### config.mk
export PLATFORM = sky130hd
export DESIGN_NAME = segregs
export DESIGN_NICKNAME = d
export VERILOG_FILES = /design/src/segregs_pkg.sv /design/src/segregs.sv
export SDC_FILE = /design/constraint.sdc
export NUM_CORES = 1
export LEC_CHECK = 0
export BUFFER_PORTS_ARGS = -buffer_cell sky130_fd_sc_hd__buf_2
export CAP_MARGIN = 20
export CORE_MARGIN = 4
export CORE_UTILIZATION = 60
export DETAILED_ROUTE_END_ITERATION = 10
export PLACE_DENSITY = 0.78
export RECOVER_POWER = 100
export SLEW_MARGIN = 20
export SYNTH_ARGS = -nofsm -noshare
export SYNTH_HDL_FRONTEND = slang
export SYNTH_SLANG_ARGS = --single-unit
### constraint.sdc
create_clock -name CLK_IN -period 5.4 [get_ports CLK_IN]
set_clock_uncertainty 0.2 [all_clocks]
set_input_delay 0.27 -clock CLK_IN [delete_from_list [all_inputs] [get_ports CLK_IN]]
set_output_delay 0.27 -clock CLK_IN [all_outputs]
set_load 0.01 [all_outputs]
### src/segregs_pkg.sv
// Package for the segment register file and machine control word block.
// Assumes a single 50 MHz clock domain and a plain strobe register port.
package segregs_pkg;
  // Register byte offsets (one aligned word each)
  localparam logic [7:0] OFF_CODE_SEL = 8'h00;
  localparam logic [7:0] OFF_STACK_SEL = 8'h04;
  localparam logic [7:0] OFF_DATA_SEL = 8'h08;
  localparam logic [7:0] OFF_EXTRA_SEL = 8'h0C;
  localparam logic [7:0] OFF_FOURTH_SEL = 8'h10;
  localparam logic [7:0] OFF_FIFTH_SEL = 8'h14;
  localparam logic [7:0] OFF_CTRL_WORD = 8'h18;
  localparam logic [7:0] OFF_STATUS = 8'h1C;
  localparam logic [7:0] OFF_MASK = 8'h20;
  localparam logic [7:0] OFF_PRIV = 8'h24;
  // Machine control word fields
  localparam int BIT_PAGING = 31;
  localparam int BIT_CACHE_OFF = 30;
  localparam int BIT_NO_WTHRU = 29;
  localparam int BIT_AM = 18;
  localparam int BIT_WP = 16;
  localparam int BIT_NE = 5;
  localparam int BIT_TS = 3;
  localparam int BIT_EM = 2;
  localparam int BIT_MP = 1;
  localparam int BIT_PROTECT = 0;
  localparam logic [31:0] CTRL_DEFINED = 32'hE005_002F;
  localparam logic [31:0] CTRL_RESET = 32'h4000_0000;
  // Real-mode fixed limit and attributes
  localparam logic [31:0] REAL_LIMIT = 32'h0000_FFFF;
  localparam logic [7:0] REAL_ATTR = 8'h93;
  localparam int SEL_SHIFT = 4;
  localparam int NUM_SEGS = 6;
  // Status bits
  localparam int ST_BAD_MODE = 0;
  localparam int ST_BAD_CACHE = 1;
  localparam int ST_PRIV = 2;
  localparam int ST_LIMIT = 3;
  localparam int ST_ATTR = 4;
  // Attribute fields: bit 7 present, bit 3 code, bit 1 writable/readable
  localparam int ATTR_P = 7;
  localparam int ATTR_CODE = 3;
  localparam int ATTR_RW = 1;
  typedef enum logic [1:0] {MODE_REAL, MODE_PROT, MODE_PAGED, MODE_BAD} mode_type;
endpackage

### src/segregs.sv
// Segment selectors with hidden descriptor caches and machine control word.
// Assumes synchronous inputs; descriptor fetch is supplied by the core.
// Functional notes
// - six 16-bit selector registers
// - protected segments up to 4 Gbytes
// - real mode segments fixed 64 Kbytes
// - code, stack, four data selectors
// - hidden base, limit, attribute cache each
// - real load sets base to selector<<4
// - protected load refills cache from descriptor
// - reference adds base, checks limit, attributes
// - system registers need privilege level 0
// - control word holds ten defined bits
// - mode decoded from paging and protection
// - paging without protection faults, code 0
// - cache-disable modes stop fills; invalidates stop only with no_write_through
// - both zero allows fills and write-through
// - no_write_through without cache_disable faults
// - cache_disable is one after reset
`timescale 1ns/10ps
module segregs (
  input wire logic CLK_IN, // 50 MHz clock
  input wire logic SRST_IN, // Sync reset, active high
  input wire logic [7:0] ADDR_IN, // Register byte address
  input wire logic [31:0] WDATA_IN, // Write data
  input wire logic WR_IN, // Write strobe
  input wire logic RD_IN, // Read strobe
  output logic [31:0] RDATA_OUT, // Read data, cycle after strobe
  input wire logic [31:0] DESC_BASE_IN, // Descriptor base for protected load
  input wire logic [31:0] DESC_LIMIT_IN, // Descriptor limit
  input wire logic [7:0] DESC_ATTR_IN, // Descriptor attributes
  input wire logic REF_IN, // Memory reference request
  input wire logic [2:0] REF_SEG_IN, // Segment used by reference
  input wire logic [31:0] REF_OFS_IN, // Reference offset
  input wire logic REF_WR_IN, // Reference is a write
  input wire logic REF_EXEC_IN, // Reference is a code fetch
  output logic [31:0] LIN_ADDR_OUT, // Linear address
  output logic LIN_VALID_OUT, // Reference accepted pulse
  output logic REF_FAULT_OUT, // Reference fault pulse
  output logic PROT_FAULT_OUT, // General protection fault pulse
  output logic [15:0] FAULT_CODE_OUT, // Fault error code
  output logic [1:0] MODE_OUT, // Operating mode
  output logic FILL_EN_OUT, // Cache fills allowed
  output logic WTHRU_EN_OUT, // Write-through and invalidates on
  output logic IRQ_OUT // Interrupt level
);
  logic [15:0] sel_r [segregs_pkg::NUM_SEGS];
  logic [31:0] base_r [segregs_pkg::NUM_SEGS];
  logic [31:0] limit_r [segregs_pkg::NUM_SEGS];
  logic [7:0] attr_r [segregs_pkg::NUM_SEGS];
  logic [31:0] ctrl_r;
  logic [1:0] cpl_r;
  logic [4:0] status_r;
  logic [4:0] mask_r;
  logic [4:0] ev_nxt;
  logic [31:0] rdata_nxt;
  logic seg_hit;
  logic [2:0] seg_idx;
  logic sys_hit;
  logic priv_ok;
  logic ctrl_wr;
  logic bad_mode;
  logic bad_cache;
  logic prot;
  segregs_pkg::mode_type mode;
  logic ref_ok;
  logic lim_bad;
  logic attr_bad;

  // Selector address decode; index 0 code, 1 stack, 2..5 data
  always_comb
  begin
    seg_hit = 1'b0;
    seg_idx = 3'h0;
    if (ADDR_IN == segregs_pkg::OFF_CODE_SEL)
    begin
      seg_hit = 1'b1;
      seg_idx = 3'h0;
    end
    else if (ADDR_IN == segregs_pkg::OFF_STACK_SEL)
    begin
      seg_hit = 1'b1;
      seg_idx = 3'h1;
    end
    else if (ADDR_IN == segregs_pkg::OFF_DATA_SEL)
    begin
      seg_hit = 1'b1;
      seg_idx = 3'h2;
    end
    else if (ADDR_IN == segregs_pkg::OFF_EXTRA_SEL)
    begin
      seg_hit = 1'b1;
      seg_idx = 3'h3;
    end
    else if (ADDR_IN == segregs_pkg::OFF_FOURTH_SEL)
    begin
      seg_hit = 1'b1;
      seg_idx = 3'h4;
    end
    else if (ADDR_IN == segregs_pkg::OFF_FIFTH_SEL)
    begin
      seg_hit = 1'b1;
      seg_idx = 3'h5;
    end
  end

  // Control word and mask are system registers, gated by privilege
  assign sys_hit = (ADDR_IN == segregs_pkg::OFF_CTRL_WORD) || (ADDR_IN == segregs_pkg::OFF_MASK);
  assign priv_ok = (cpl_r == 2'h0);
  assign ctrl_wr = WR_IN && (ADDR_IN == segregs_pkg::OFF_CTRL_WORD) && priv_ok;
  assign bad_mode = WDATA_IN[segregs_pkg::BIT_PAGING] &&
    !WDATA_IN[segregs_pkg::BIT_PROTECT];
  assign bad_cache = !WDATA_IN[segregs_pkg::BIT_CACHE_OFF] &&
    WDATA_IN[segregs_pkg::BIT_NO_WTHRU];

  // Mode decode from paging and protection bits
  always_comb
  begin
    case ({ctrl_r[segregs_pkg::BIT_PAGING], ctrl_r[segregs_pkg::BIT_PROTECT]})
      2'b00: mode = segregs_pkg::MODE_REAL;
      2'b01: mode = segregs_pkg::MODE_PROT;
      2'b11: mode = segregs_pkg::MODE_PAGED;
      default: mode = segregs_pkg::MODE_BAD;
    endcase
  end
  assign prot = ctrl_r[segregs_pkg::BIT_PROTECT];

  // Selector and hidden cache update; cache lands with the selector
  always_ff @(posedge CLK_IN)
  begin
    if (SRST_IN)
    begin
      for (int i = 0; i < segregs_pkg::NUM_SEGS; i++)
      begin
        sel_r[i] <= 16'h0000;
        base_r[i] <= 32'h0000_0000;
        limit_r[i] <= segregs_pkg::REAL_LIMIT;
        attr_r[i] <= segregs_pkg::REAL_ATTR;
      end
    end
    else if (WR_IN && seg_hit)
    begin
      sel_r[seg_idx] <= WDATA_IN[15:0];
      if (prot)
      begin
        base_r[seg_idx] <= DESC_BASE_IN;
        limit_r[seg_idx] <= DESC_LIMIT_IN;
        attr_r[seg_idx] <= DESC_ATTR_IN;
      end
      else
      begin
        base_r[seg_idx] <= {12'h000, WDATA_IN[15:0], 4'h0};
        limit_r[seg_idx] <= segregs_pkg::REAL_LIMIT;
        attr_r[seg_idx] <= segregs_pkg::REAL_ATTR;
      end
    end
  end

  // Control word; illegal combinations are rejected whole
  always_ff @(posedge CLK_IN)
  begin
    if (SRST_IN)
      ctrl_r <= segregs_pkg::CTRL_RESET;
    else if (ctrl_wr && !bad_mode && !bad_cache)
      ctrl_r <= WDATA_IN & segregs_pkg::CTRL_DEFINED;
  end

  // Privilege level is written freely; it models the core's current level
  always_ff @(posedge CLK_IN)
  begin
    if (SRST_IN)
      cpl_r <= 2'h0;
    else if (WR_IN && ADDR_IN == segregs_pkg::OFF_PRIV)
      cpl_r <= WDATA_IN[1:0];
  end

  // Reference checks against the cached limit and attributes
  assign lim_bad = REF_OFS_IN > limit_r[REF_SEG_IN];
  assign attr_bad = !attr_r[REF_SEG_IN][segregs_pkg::ATTR_P] ||
    (REF_WR_IN && (attr_r[REF_SEG_IN][segregs_pkg::ATTR_CODE] ||
      !attr_r[REF_SEG_IN][segregs_pkg::ATTR_RW])) ||
    (REF_EXEC_IN && !attr_r[REF_SEG_IN][segregs_pkg::ATTR_CODE]);
  assign ref_ok = REF_IN && (REF_SEG_IN < 3'h6) && !lim_bad && !attr_bad;

  // Linear address and reference results, one cycle after request
  always_ff @(posedge CLK_IN)
  begin
    if (SRST_IN)
    begin
      LIN_ADDR_OUT <= 32'h0000_0000;
      LIN_VALID_OUT <= 1'b0;
      REF_FAULT_OUT <= 1'b0;
    end
    else
    begin
      LIN_VALID_OUT <= ref_ok;
      REF_FAULT_OUT <= REF_IN && !ref_ok;
      if (ref_ok)
        LIN_ADDR_OUT <= base_r[REF_SEG_IN] + REF_OFS_IN;
    end
  end

  // Fault pulse for rejected control loads and mask writes; every case uses code 0
  always_ff @(posedge CLK_IN)
  begin
    if (SRST_IN)
    begin
      PROT_FAULT_OUT <= 1'b0;
      FAULT_CODE_OUT <= 16'h0000;
    end
    else
    begin
      PROT_FAULT_OUT <= (ctrl_wr && (bad_mode || bad_cache)) ||
        (WR_IN && sys_hit && !priv_ok);
      FAULT_CODE_OUT <= 16'h0000;
    end
  end

  // Mode and cache-policy outputs
  always_ff @(posedge CLK_IN)
  begin
    if (SRST_IN)
    begin
      MODE_OUT <= 2'h0;
      FILL_EN_OUT <= 1'b0;
      WTHRU_EN_OUT <= 1'b1;
    end
    else
    begin
      MODE_OUT <= mode;
      FILL_EN_OUT <= !ctrl_r[segregs_pkg::BIT_CACHE_OFF];
      WTHRU_EN_OUT <= !ctrl_r[segregs_pkg::BIT_NO_WTHRU];
    end
  end

  // Event collection; a set in the clearing read cycle wins
  always_comb
  begin
    ev_nxt = 5'h00;
    ev_nxt[segregs_pkg::ST_BAD_MODE] = ctrl_wr && bad_mode;
    ev_nxt[segregs_pkg::ST_BAD_CACHE] = ctrl_wr && bad_cache;
    ev_nxt[segregs_pkg::ST_PRIV] = (WR_IN || RD_IN) && sys_hit && !priv_ok;
    ev_nxt[segregs_pkg::ST_LIMIT] = REF_IN && lim_bad;
    ev_nxt[segregs_pkg::ST_ATTR] = REF_IN && attr_bad;
  end

  // Sticky status, cleared by read; mask writable at level 0 only
  always_ff @(posedge CLK_IN)
  begin
    if (SRST_IN)
      status_r <= 5'h00;
    else if (RD_IN && ADDR_IN == segregs_pkg::OFF_STATUS)
      status_r <= ev_nxt;
    else
      status_r <= status_r | ev_nxt;
  end

  always_ff @(posedge CLK_IN)
  begin
    if (SRST_IN)
      mask_r <= 5'h00;
    else if (WR_IN && ADDR_IN == segregs_pkg::OFF_MASK && priv_ok)
      mask_r <= WDATA_IN[4:0];
  end

  // Interrupt level from the updated status image
  always_ff @(posedge CLK_IN)
  begin
    if (SRST_IN)
      IRQ_OUT <= 1'b0;
    else if (RD_IN && ADDR_IN == segregs_pkg::OFF_STATUS)
      IRQ_OUT <= |(ev_nxt & mask_r);
    else
      IRQ_OUT <= |((status_r | ev_nxt) & mask_r);
  end

  // Read mux; system registers read zero above level 0, unmapped reads zero
  always_comb
  begin
    rdata_nxt = 32'h0000_0000;
    if (seg_hit)
      rdata_nxt = {16'h0000, sel_r[seg_idx]};
    else if (ADDR_IN == segregs_pkg::OFF_CTRL_WORD && priv_ok)
      rdata_nxt = ctrl_r;
    else if (ADDR_IN == segregs_pkg::OFF_STATUS)
      rdata_nxt = {27'h000_0000, status_r};
    else if (ADDR_IN == segregs_pkg::OFF_MASK && priv_ok)
      rdata_nxt = {27'h000_0000, mask_r};
    else if (ADDR_IN == segregs_pkg::OFF_PRIV)
      rdata_nxt = {30'h0000_0000, cpl_r};
  end

  always_ff @(posedge CLK_IN)
  begin
    if (SRST_IN)
      RDATA_OUT <= 32'h0000_0000;
    else
      RDATA_OUT <= RD_IN ? rdata_nxt : 32'h0000_0000;
  end

  // Checks
  a_real_base: assert property (@(posedge CLK_IN) disable iff (SRST_IN)
    (WR_IN && seg_hit && !prot) |=> base_r[$past(seg_idx)] == {12'h000, $past(WDATA_IN[15:0]), 4'h0})
    else $error("real load base wrong");
  a_prot_fill: assert property (@(posedge CLK_IN) disable iff (SRST_IN)
    (WR_IN && seg_hit && prot) |=> limit_r[$past(seg_idx)] == $past(DESC_LIMIT_IN))
    else $error("protected refill wrong");
  a_mode_reject: assert property (@(posedge CLK_IN) disable iff (SRST_IN)
    (ctrl_wr && bad_mode) |=> PROT_FAULT_OUT && $stable(ctrl_r))
    else $error("bad mode not rejected");
  a_cache_reject: assert property (@(posedge CLK_IN) disable iff (SRST_IN)
    (ctrl_wr && bad_cache) |=> PROT_FAULT_OUT && FAULT_CODE_OUT == 16'h0000)
    else $error("bad cache mode not rejected");
  a_never_bad: assert property (@(posedge CLK_IN) disable iff (SRST_IN)
    !(ctrl_r[segregs_pkg::BIT_PAGING] && !ctrl_r[segregs_pkg::BIT_PROTECT]))
    else $error("undefined mode held");
  a_priv_gate: assert property (@(posedge CLK_IN) disable iff (SRST_IN)
    (WR_IN && ADDR_IN == segregs_pkg::OFF_CTRL_WORD && cpl_r != 2'h0) |=> $stable(ctrl_r))
    else $error("control written above level 0");
  a_lin_addr: assert property (@(posedge CLK_IN) disable iff (SRST_IN)
    ref_ok |=> LIN_VALID_OUT && LIN_ADDR_OUT == $past(base_r[REF_SEG_IN] + REF_OFS_IN))
    else $error("linear address wrong");
  a_fill_policy: assert property (@(posedge CLK_IN) disable iff (SRST_IN)
    ##1 FILL_EN_OUT == !$past(ctrl_r[segregs_pkg::BIT_CACHE_OFF]))
    else $error("fill policy wrong");
  a_cache_off_reset: assert property (@(posedge CLK_IN)
    $fell(SRST_IN) |-> ctrl_r[segregs_pkg::BIT_CACHE_OFF])
    else $error("cache disable not set after reset");
endmodule

# After elaboration in Yosys (flattened, before gate mapping)

Memories as Yosys holds them, arrays and structs flattened.
Index checks and enable logic that the tools add are counted.

Bits in registers: 94
RAM bits: 528
Bits of input ports: 154
Output and inout port bits: 88
Word-level logic and storage cells: 146
Memories: 4

$add $sub $neg: 1
Magnitude comparators: 2
Eq/ne operators: 11
Muxes and demuxes: 48
Bitwise gates (word level): 7
Reduce and logical (&&, ||, !) cells: 59

Memory list:

| memory  | words | bits a word | read ports | clocked after Yosys merged registers in | wr ports | line          | RTL |
|---|---|---|---|---|---|---|---|
| base_r  | 6     | 32          | 1          | 0                                       | 6        | segregs.sv:48 | `logic [31:0] base_r [segregs_pkg::NUM_SEGS];` |
| limit_r | 6     | 32          | 1          | 0                                       | 6        | segregs.sv:49 | `logic [31:0] limit_r [segregs_pkg::NUM_SEGS];` |
| sel_r   | 6     | 16          | 1          | 0                                       | 6        | segregs.sv:47 | `logic [15:0] sel_r [segregs_pkg::NUM_SEGS];` |
| attr_r  | 6     | 8           | 1          | 0                                       | 6        | segregs.sv:50 | `logic [7:0] attr_r [segregs_pkg::NUM_SEGS];` |

Operators by type and width:

| operator                                            | count |
|---|---|
| two-way mux 32 bit                                  | 5 |
| OR reduction 32 bit                                 | 2 |
| adder 32 bit                                        | 1 |
| equality test 8 x 5 -> 1 bit, second input constant | 4 |
| > comparator 32 bit                                 | 1 |
| two-way mux 16 bit                                  | 2 |
| two-way mux 3 bit                                   | 10 |
| logical AND 1 bit                                   | 28 |
| two-way mux 1 bit                                   | 24 |
| equality test 8 x 4 -> 1 bit, second input constant | 2 |
| equality test 8 x 6 -> 1 bit, second input constant | 2 |
| two-way mux 8 bit                                   | 2 |
| OR reduction 16 bit                                 | 1 |
| two-way mux 5 bit                                   | 3 |
| logical NOT 1 bit                                   | 13 |
| bitwise AND 5 bit                                   | 2 |
| OR reduction 5 bit                                  | 2 |
| equality test 8 x 3 -> 1 bit, second input constant | 1 |
| logical NOT 8 bit                                   | 1 |
| OR reduction 8 bit                                  | 1 |
| logical OR 1 bit                                    | 7 |
| one-hot mux 2 bit (3 select lines)                  | 1 |
| OR 5 bit                                            | 1 |
| logical NOT 2 bit                                   | 2 |
| other kinds (8)                                     | 10 |

# Longest topological paths before layout

Word-level depth: 14
Mapped depth: 17
Gate-level depth less buffers: 13

# Worst setup path after synthesis

Ideal clock, no wire load.

Path type: input port to flip-flop
Start: input port REF_SEG_IN[0]
End: register LIN_ADDR_OUT[22]
Library setup time: 0.128 ns
Arrival: 4.134 ns
Required time: 5.072 ns
Path slack: 0.938 ns
Stages: 17
Buffers on the path: 6
Cell sequence: buf_2 > clkbuf_1 > buf_2 > buf_1 > mux4_2 > mux2i_1 > ha_1 > a21o_1 > a21o_1 > a211oi_1 > o31a_1 > nand3_1 > a211oi_2 > buf_6 > buf_6 > mux2i_1 > nor2_1

Word-level cells in the longest chain between the ends: 8
Elaborated cells on any way between the ends: 19
Those cells by class: add/sub: 1; order compare: 2; reduce/logical: 13; memory: 3

Ends and longest elaborated chain:

| element                                                          | line           | RTL |
|---|---|---|
| start, declared                                                  | segregs.sv:33  | `input wire logic [2:0] REF_SEG_IN,` |
| branches (longest 8 deep; another with memory read (6 x 32 bit)) | --             |  |
| end signal, assigned                                             | segregs.sv:199 | `LIN_ADDR_OUT <= base_r[REF_SEG_IN] + REF_OFS_IN;` |
| end, declared                                                    | segregs.sv:37  | `output logic [31:0] LIN_ADDR_OUT,` |

Several ways; the timed one is not identified.
A chain may end at the register's enable or synchronous reset.

==> impl_metrics.toml <==
[grt]
track_usage_pct = 30.2
grt_max_degree = 69
grt-ovfl-total = 0
grt_pass1_wl_um = 129000
grt_pass1_vias = 21837
antenna_found_initial = 6

[floorplanning]
fp.dieW_um = 240
core_area_sq_um = 52900
start_util_pct = 61.0
die_area_sq_um = 57500
pin_count = 242
die_y_um = 240
std_cell_rows = 84

[synthesis]
synth_edf_count = 632
synth_top_family_by_area = "multiplexers"
synth.distinct_cells = 67
synth_top_area_share_pct = 58.9
syn-instance-count = 2322
synthFlopType = "edfxtp_1"
synthMuxAreaShare_pct = 14.2
synth_xor_area_share_pct = 0.543
async_reset_ff_share_pct = 0
synth-seq-cells = 715
synthesis.area_sq_um = 32200
synthTopCellsByArea = "edfxtp_1 (59%), mux4_2 (10%), dfxtp_1 (5.2%)"
avgSynthCellArea_sq_um = 13.9
synthSimpleGateAreaFrac_pct = 11.1
synth.largest_area_cell = "edfxtp_1"
ys_warn_count = 0
ys_seq_area_share_pct = 64.0
synth-compound-area-share_pct = 3.94
yosys.area_share.adder_pct = 2.58

[power_and_ir_drop]
ir_drop_mv = 0.266
p_per_area_nw_per_um2 = 327
clock_power_share_pct = 40.0
total_power_mw = 12.3
p_leak_nw = 13.7
p_comb_share_pct = 9.3
p_seq_share_pct = 50.7
switchingPower_mw = 2.83
p_sw_share_pct = 23.0
p_int_mw = 9.47

[clocking]
worst_skew_pair.late_latency_ps = 630
htree_levels = 3
path_clk_slew_ps = 60
cts_buffers = 73
clkSinkCount = 715
root_buffer = "clkbuf_16"
tritoncts = "yes"
clock_path_buffers = 3
ctsResizeCount = 0

[layout]
final-seq-area_sq_um = 20600
layoutNonFillerInstCount = 3496
fin_nets = 2966
final_cell_mix = "edfxtp_1 (632), nor2_1 (357), nand2_1 (179), conb_1 (161), mux4_2 (150)"
multiInputGateArea_sq_um = 11100
n_fill_cell = 3438
layout_commonest_cell = "edfxtp_1"
drive_gt1_share_pct = 16.8
syn_to_final_growth_pct = 16.9

[detailed_routing]
vias_per_cell = 6.16
wl_met2_um = 41600
wl_um = 86600
ant_nets = 0
firstDrtPassIters = 6
met1_length_um = 31400
dr.max_layer_used = "met5"
num_vias = 21529
wl_per_cell_um = 24.8
drc = 0
wl_met3_um = 9920
drt_iter0_drc = 2661

[place]
placedCellCount = 3252
portBuffers = 198
dp_hpwl_um = 53600
place_congestion = 0.923

[sta]
tns_ps = 0
min_period_ps = 4990
tightest_slew_ps = 2970
maxSlewHeadroom_pct = -98.0
timing.fmax_mhz = 200
setup_viol = 0
final_max_slew_viol_count = 406
fin_crit_sh_pct = 92.4
hold_viol = 0
rsz0062_at_grt = "no"

[worst_hold_path]
hold_depth = 4
min_path_type = "input port to register"

[setup_path]
cp-start-kind = "input port"
cp_max_fo = 52
crit_type = "input port to register"
cp.arrival_ps = 5110
r2r_cells = 13
cp-end-kind = "register"
cp.required_ps = 5520

[flow_run]
max_cap_violations = 9

[run_status]
violations = "capacitance limit, slew limit"
status = "finished with violations"
logic make-up (layout without fill, tap and decap cells):
family	after synthesis	after routing
AO/OA/AOI/OAI	192	192
XOR/XNOR	20	20
adder cells (fa/ha/maj)	66	66
buffers and inverters	268	590
flip-flops	715	715
multiplexers	265	265
other	1	165
AND/OR/NAND/NOR	795	795
Yosys cell counts, drive strengths merged, types with 3 or more instances:
| cell | instances |
|---|---|
| o31a | 4 |
| nand4 | 12 |
| and4 | 3 |
| o21bai | 3 |
| nand2 | 184 |
| nand4b | 12 |
| or3 | 36 |
| or2 | 4 |
| nand2b | 6 |
| nor3 | 33 |
| and2 | 12 |
| buf | 76 |
| a211o | 4 |
| o211ai | 8 |
| dfxtp | 83 |
| inv | 101 |
| a222oi | 3 |
| a22oi | 3 |
| nor2b | 8 |
| nor2 | 358 |
| o21a | 8 |
| mux2 | 32 |
| clkbuf | 90 |
| a211oi | 6 |
| a21oi | 65 |
| xor2 | 4 |
| ha | 65 |
| mux2i | 83 |
| nand3 | 63 |
| a21o | 26 |
| nor4 | 3 |
| a22o | 3 |
| a221oi | 3 |
| xnor2 | 16 |
| mux4 | 150 |
| edfxtp | 632 |
| and3 | 54 |
| a2111oi | 4 |
| o21ai | 29 |
| a31oi | 6 |
power groups by stage:
stage | logic, mW | clock network [mW] | registers [mW]
detailed placement | 1.06 | 0 | 6.35
global route | 1.22 | 5.18 | 6.25
floorplan | 0.690 | 0 | 6.34
global placement | 1.04 | 0 | 6.33
CTS | 1.13 | 4.93 | 6.23
finish | 1.15 | 4.92 | 6.24
sequential cells by signal (all words and copies together) (netlist names):
signal,flops
sel_r,96
limit_r,256
MODE_OUT,2
LIN_ADDR_OUT,32
status_r,5
base_r,256
REF_FAULT_OUT,1
FILL_EN_OUT,1
RDATA_OUT,21
IRQ_OUT,1
cpl_r,2
attr_r,24
mask_r,5
LIN_VALID_OUT,1
ctrl_r,10
WTHRU_EN_OUT,1
PROT_FAULT_OUT,1
layer usage:
layer	vias to the layer above	track usage, %
met3	230	6.95
met2	1408	48.1
met1	10564	40.6
met4	4	12.8
li1	9323	-
met5	-	0
stage by stage:
stage / hold slack, ps / worst slack, ps / cell area [sq um] / utilization (%)
3_5_place_dp: 207 / 760 / 34500 / 65.2
4_1_cts: 5.21 / 970 / 37800 / 71.6
2_1_floorplan: 166 / 938 / 32800 / -
6_report: 14.8 / 411 / 37700 / 71.3
3_3_place_gp: 192 / 789 / 34500 / 65.2
5_1_grt: 17.2 / 334 / 37700 / 71.3
worst paths after layout:
check | slack, ps | end | from
hold / removal | 10 | LIN_ADDR_OUT[1] | REF_OFS_IN[1]
hold reg to reg | 220 | WTHRU_EN_OUT | ctrl_r[29]
setup / recovery | 410 | attr_r[3][1] | ADDR_IN[4]
setup reg to reg | 850 | LIN_ADDR_OUT[31] | base_r[0][1]
cell type report:
type	count	share of cell area, %
sequential	715	54.8
inverter	102	1.02
clock buffer	102	5.62
antenna	4	0.0266
tap	688	2.28
multi-input combinational	1499	29.4
timing repair buffer	355	6.38
clock inverter	31	0.525
critical path, cell delays in order:
cell and delay, ps:
dlygate4sd3_1 550, clkbuf_1 380, nor4_4 380, clkbuf_1 510, nor2_1 120, buf_4 240
nor2_1 190, clkbuf_2 1280, and3_1 990, nand2_1 160
repair_timing:
action	CTS	global route
setup buffers	0	0
hold buffers	107	0
hold endpoints to repair	512	0
No activity file was read; power rests on OpenSTA's default activity.
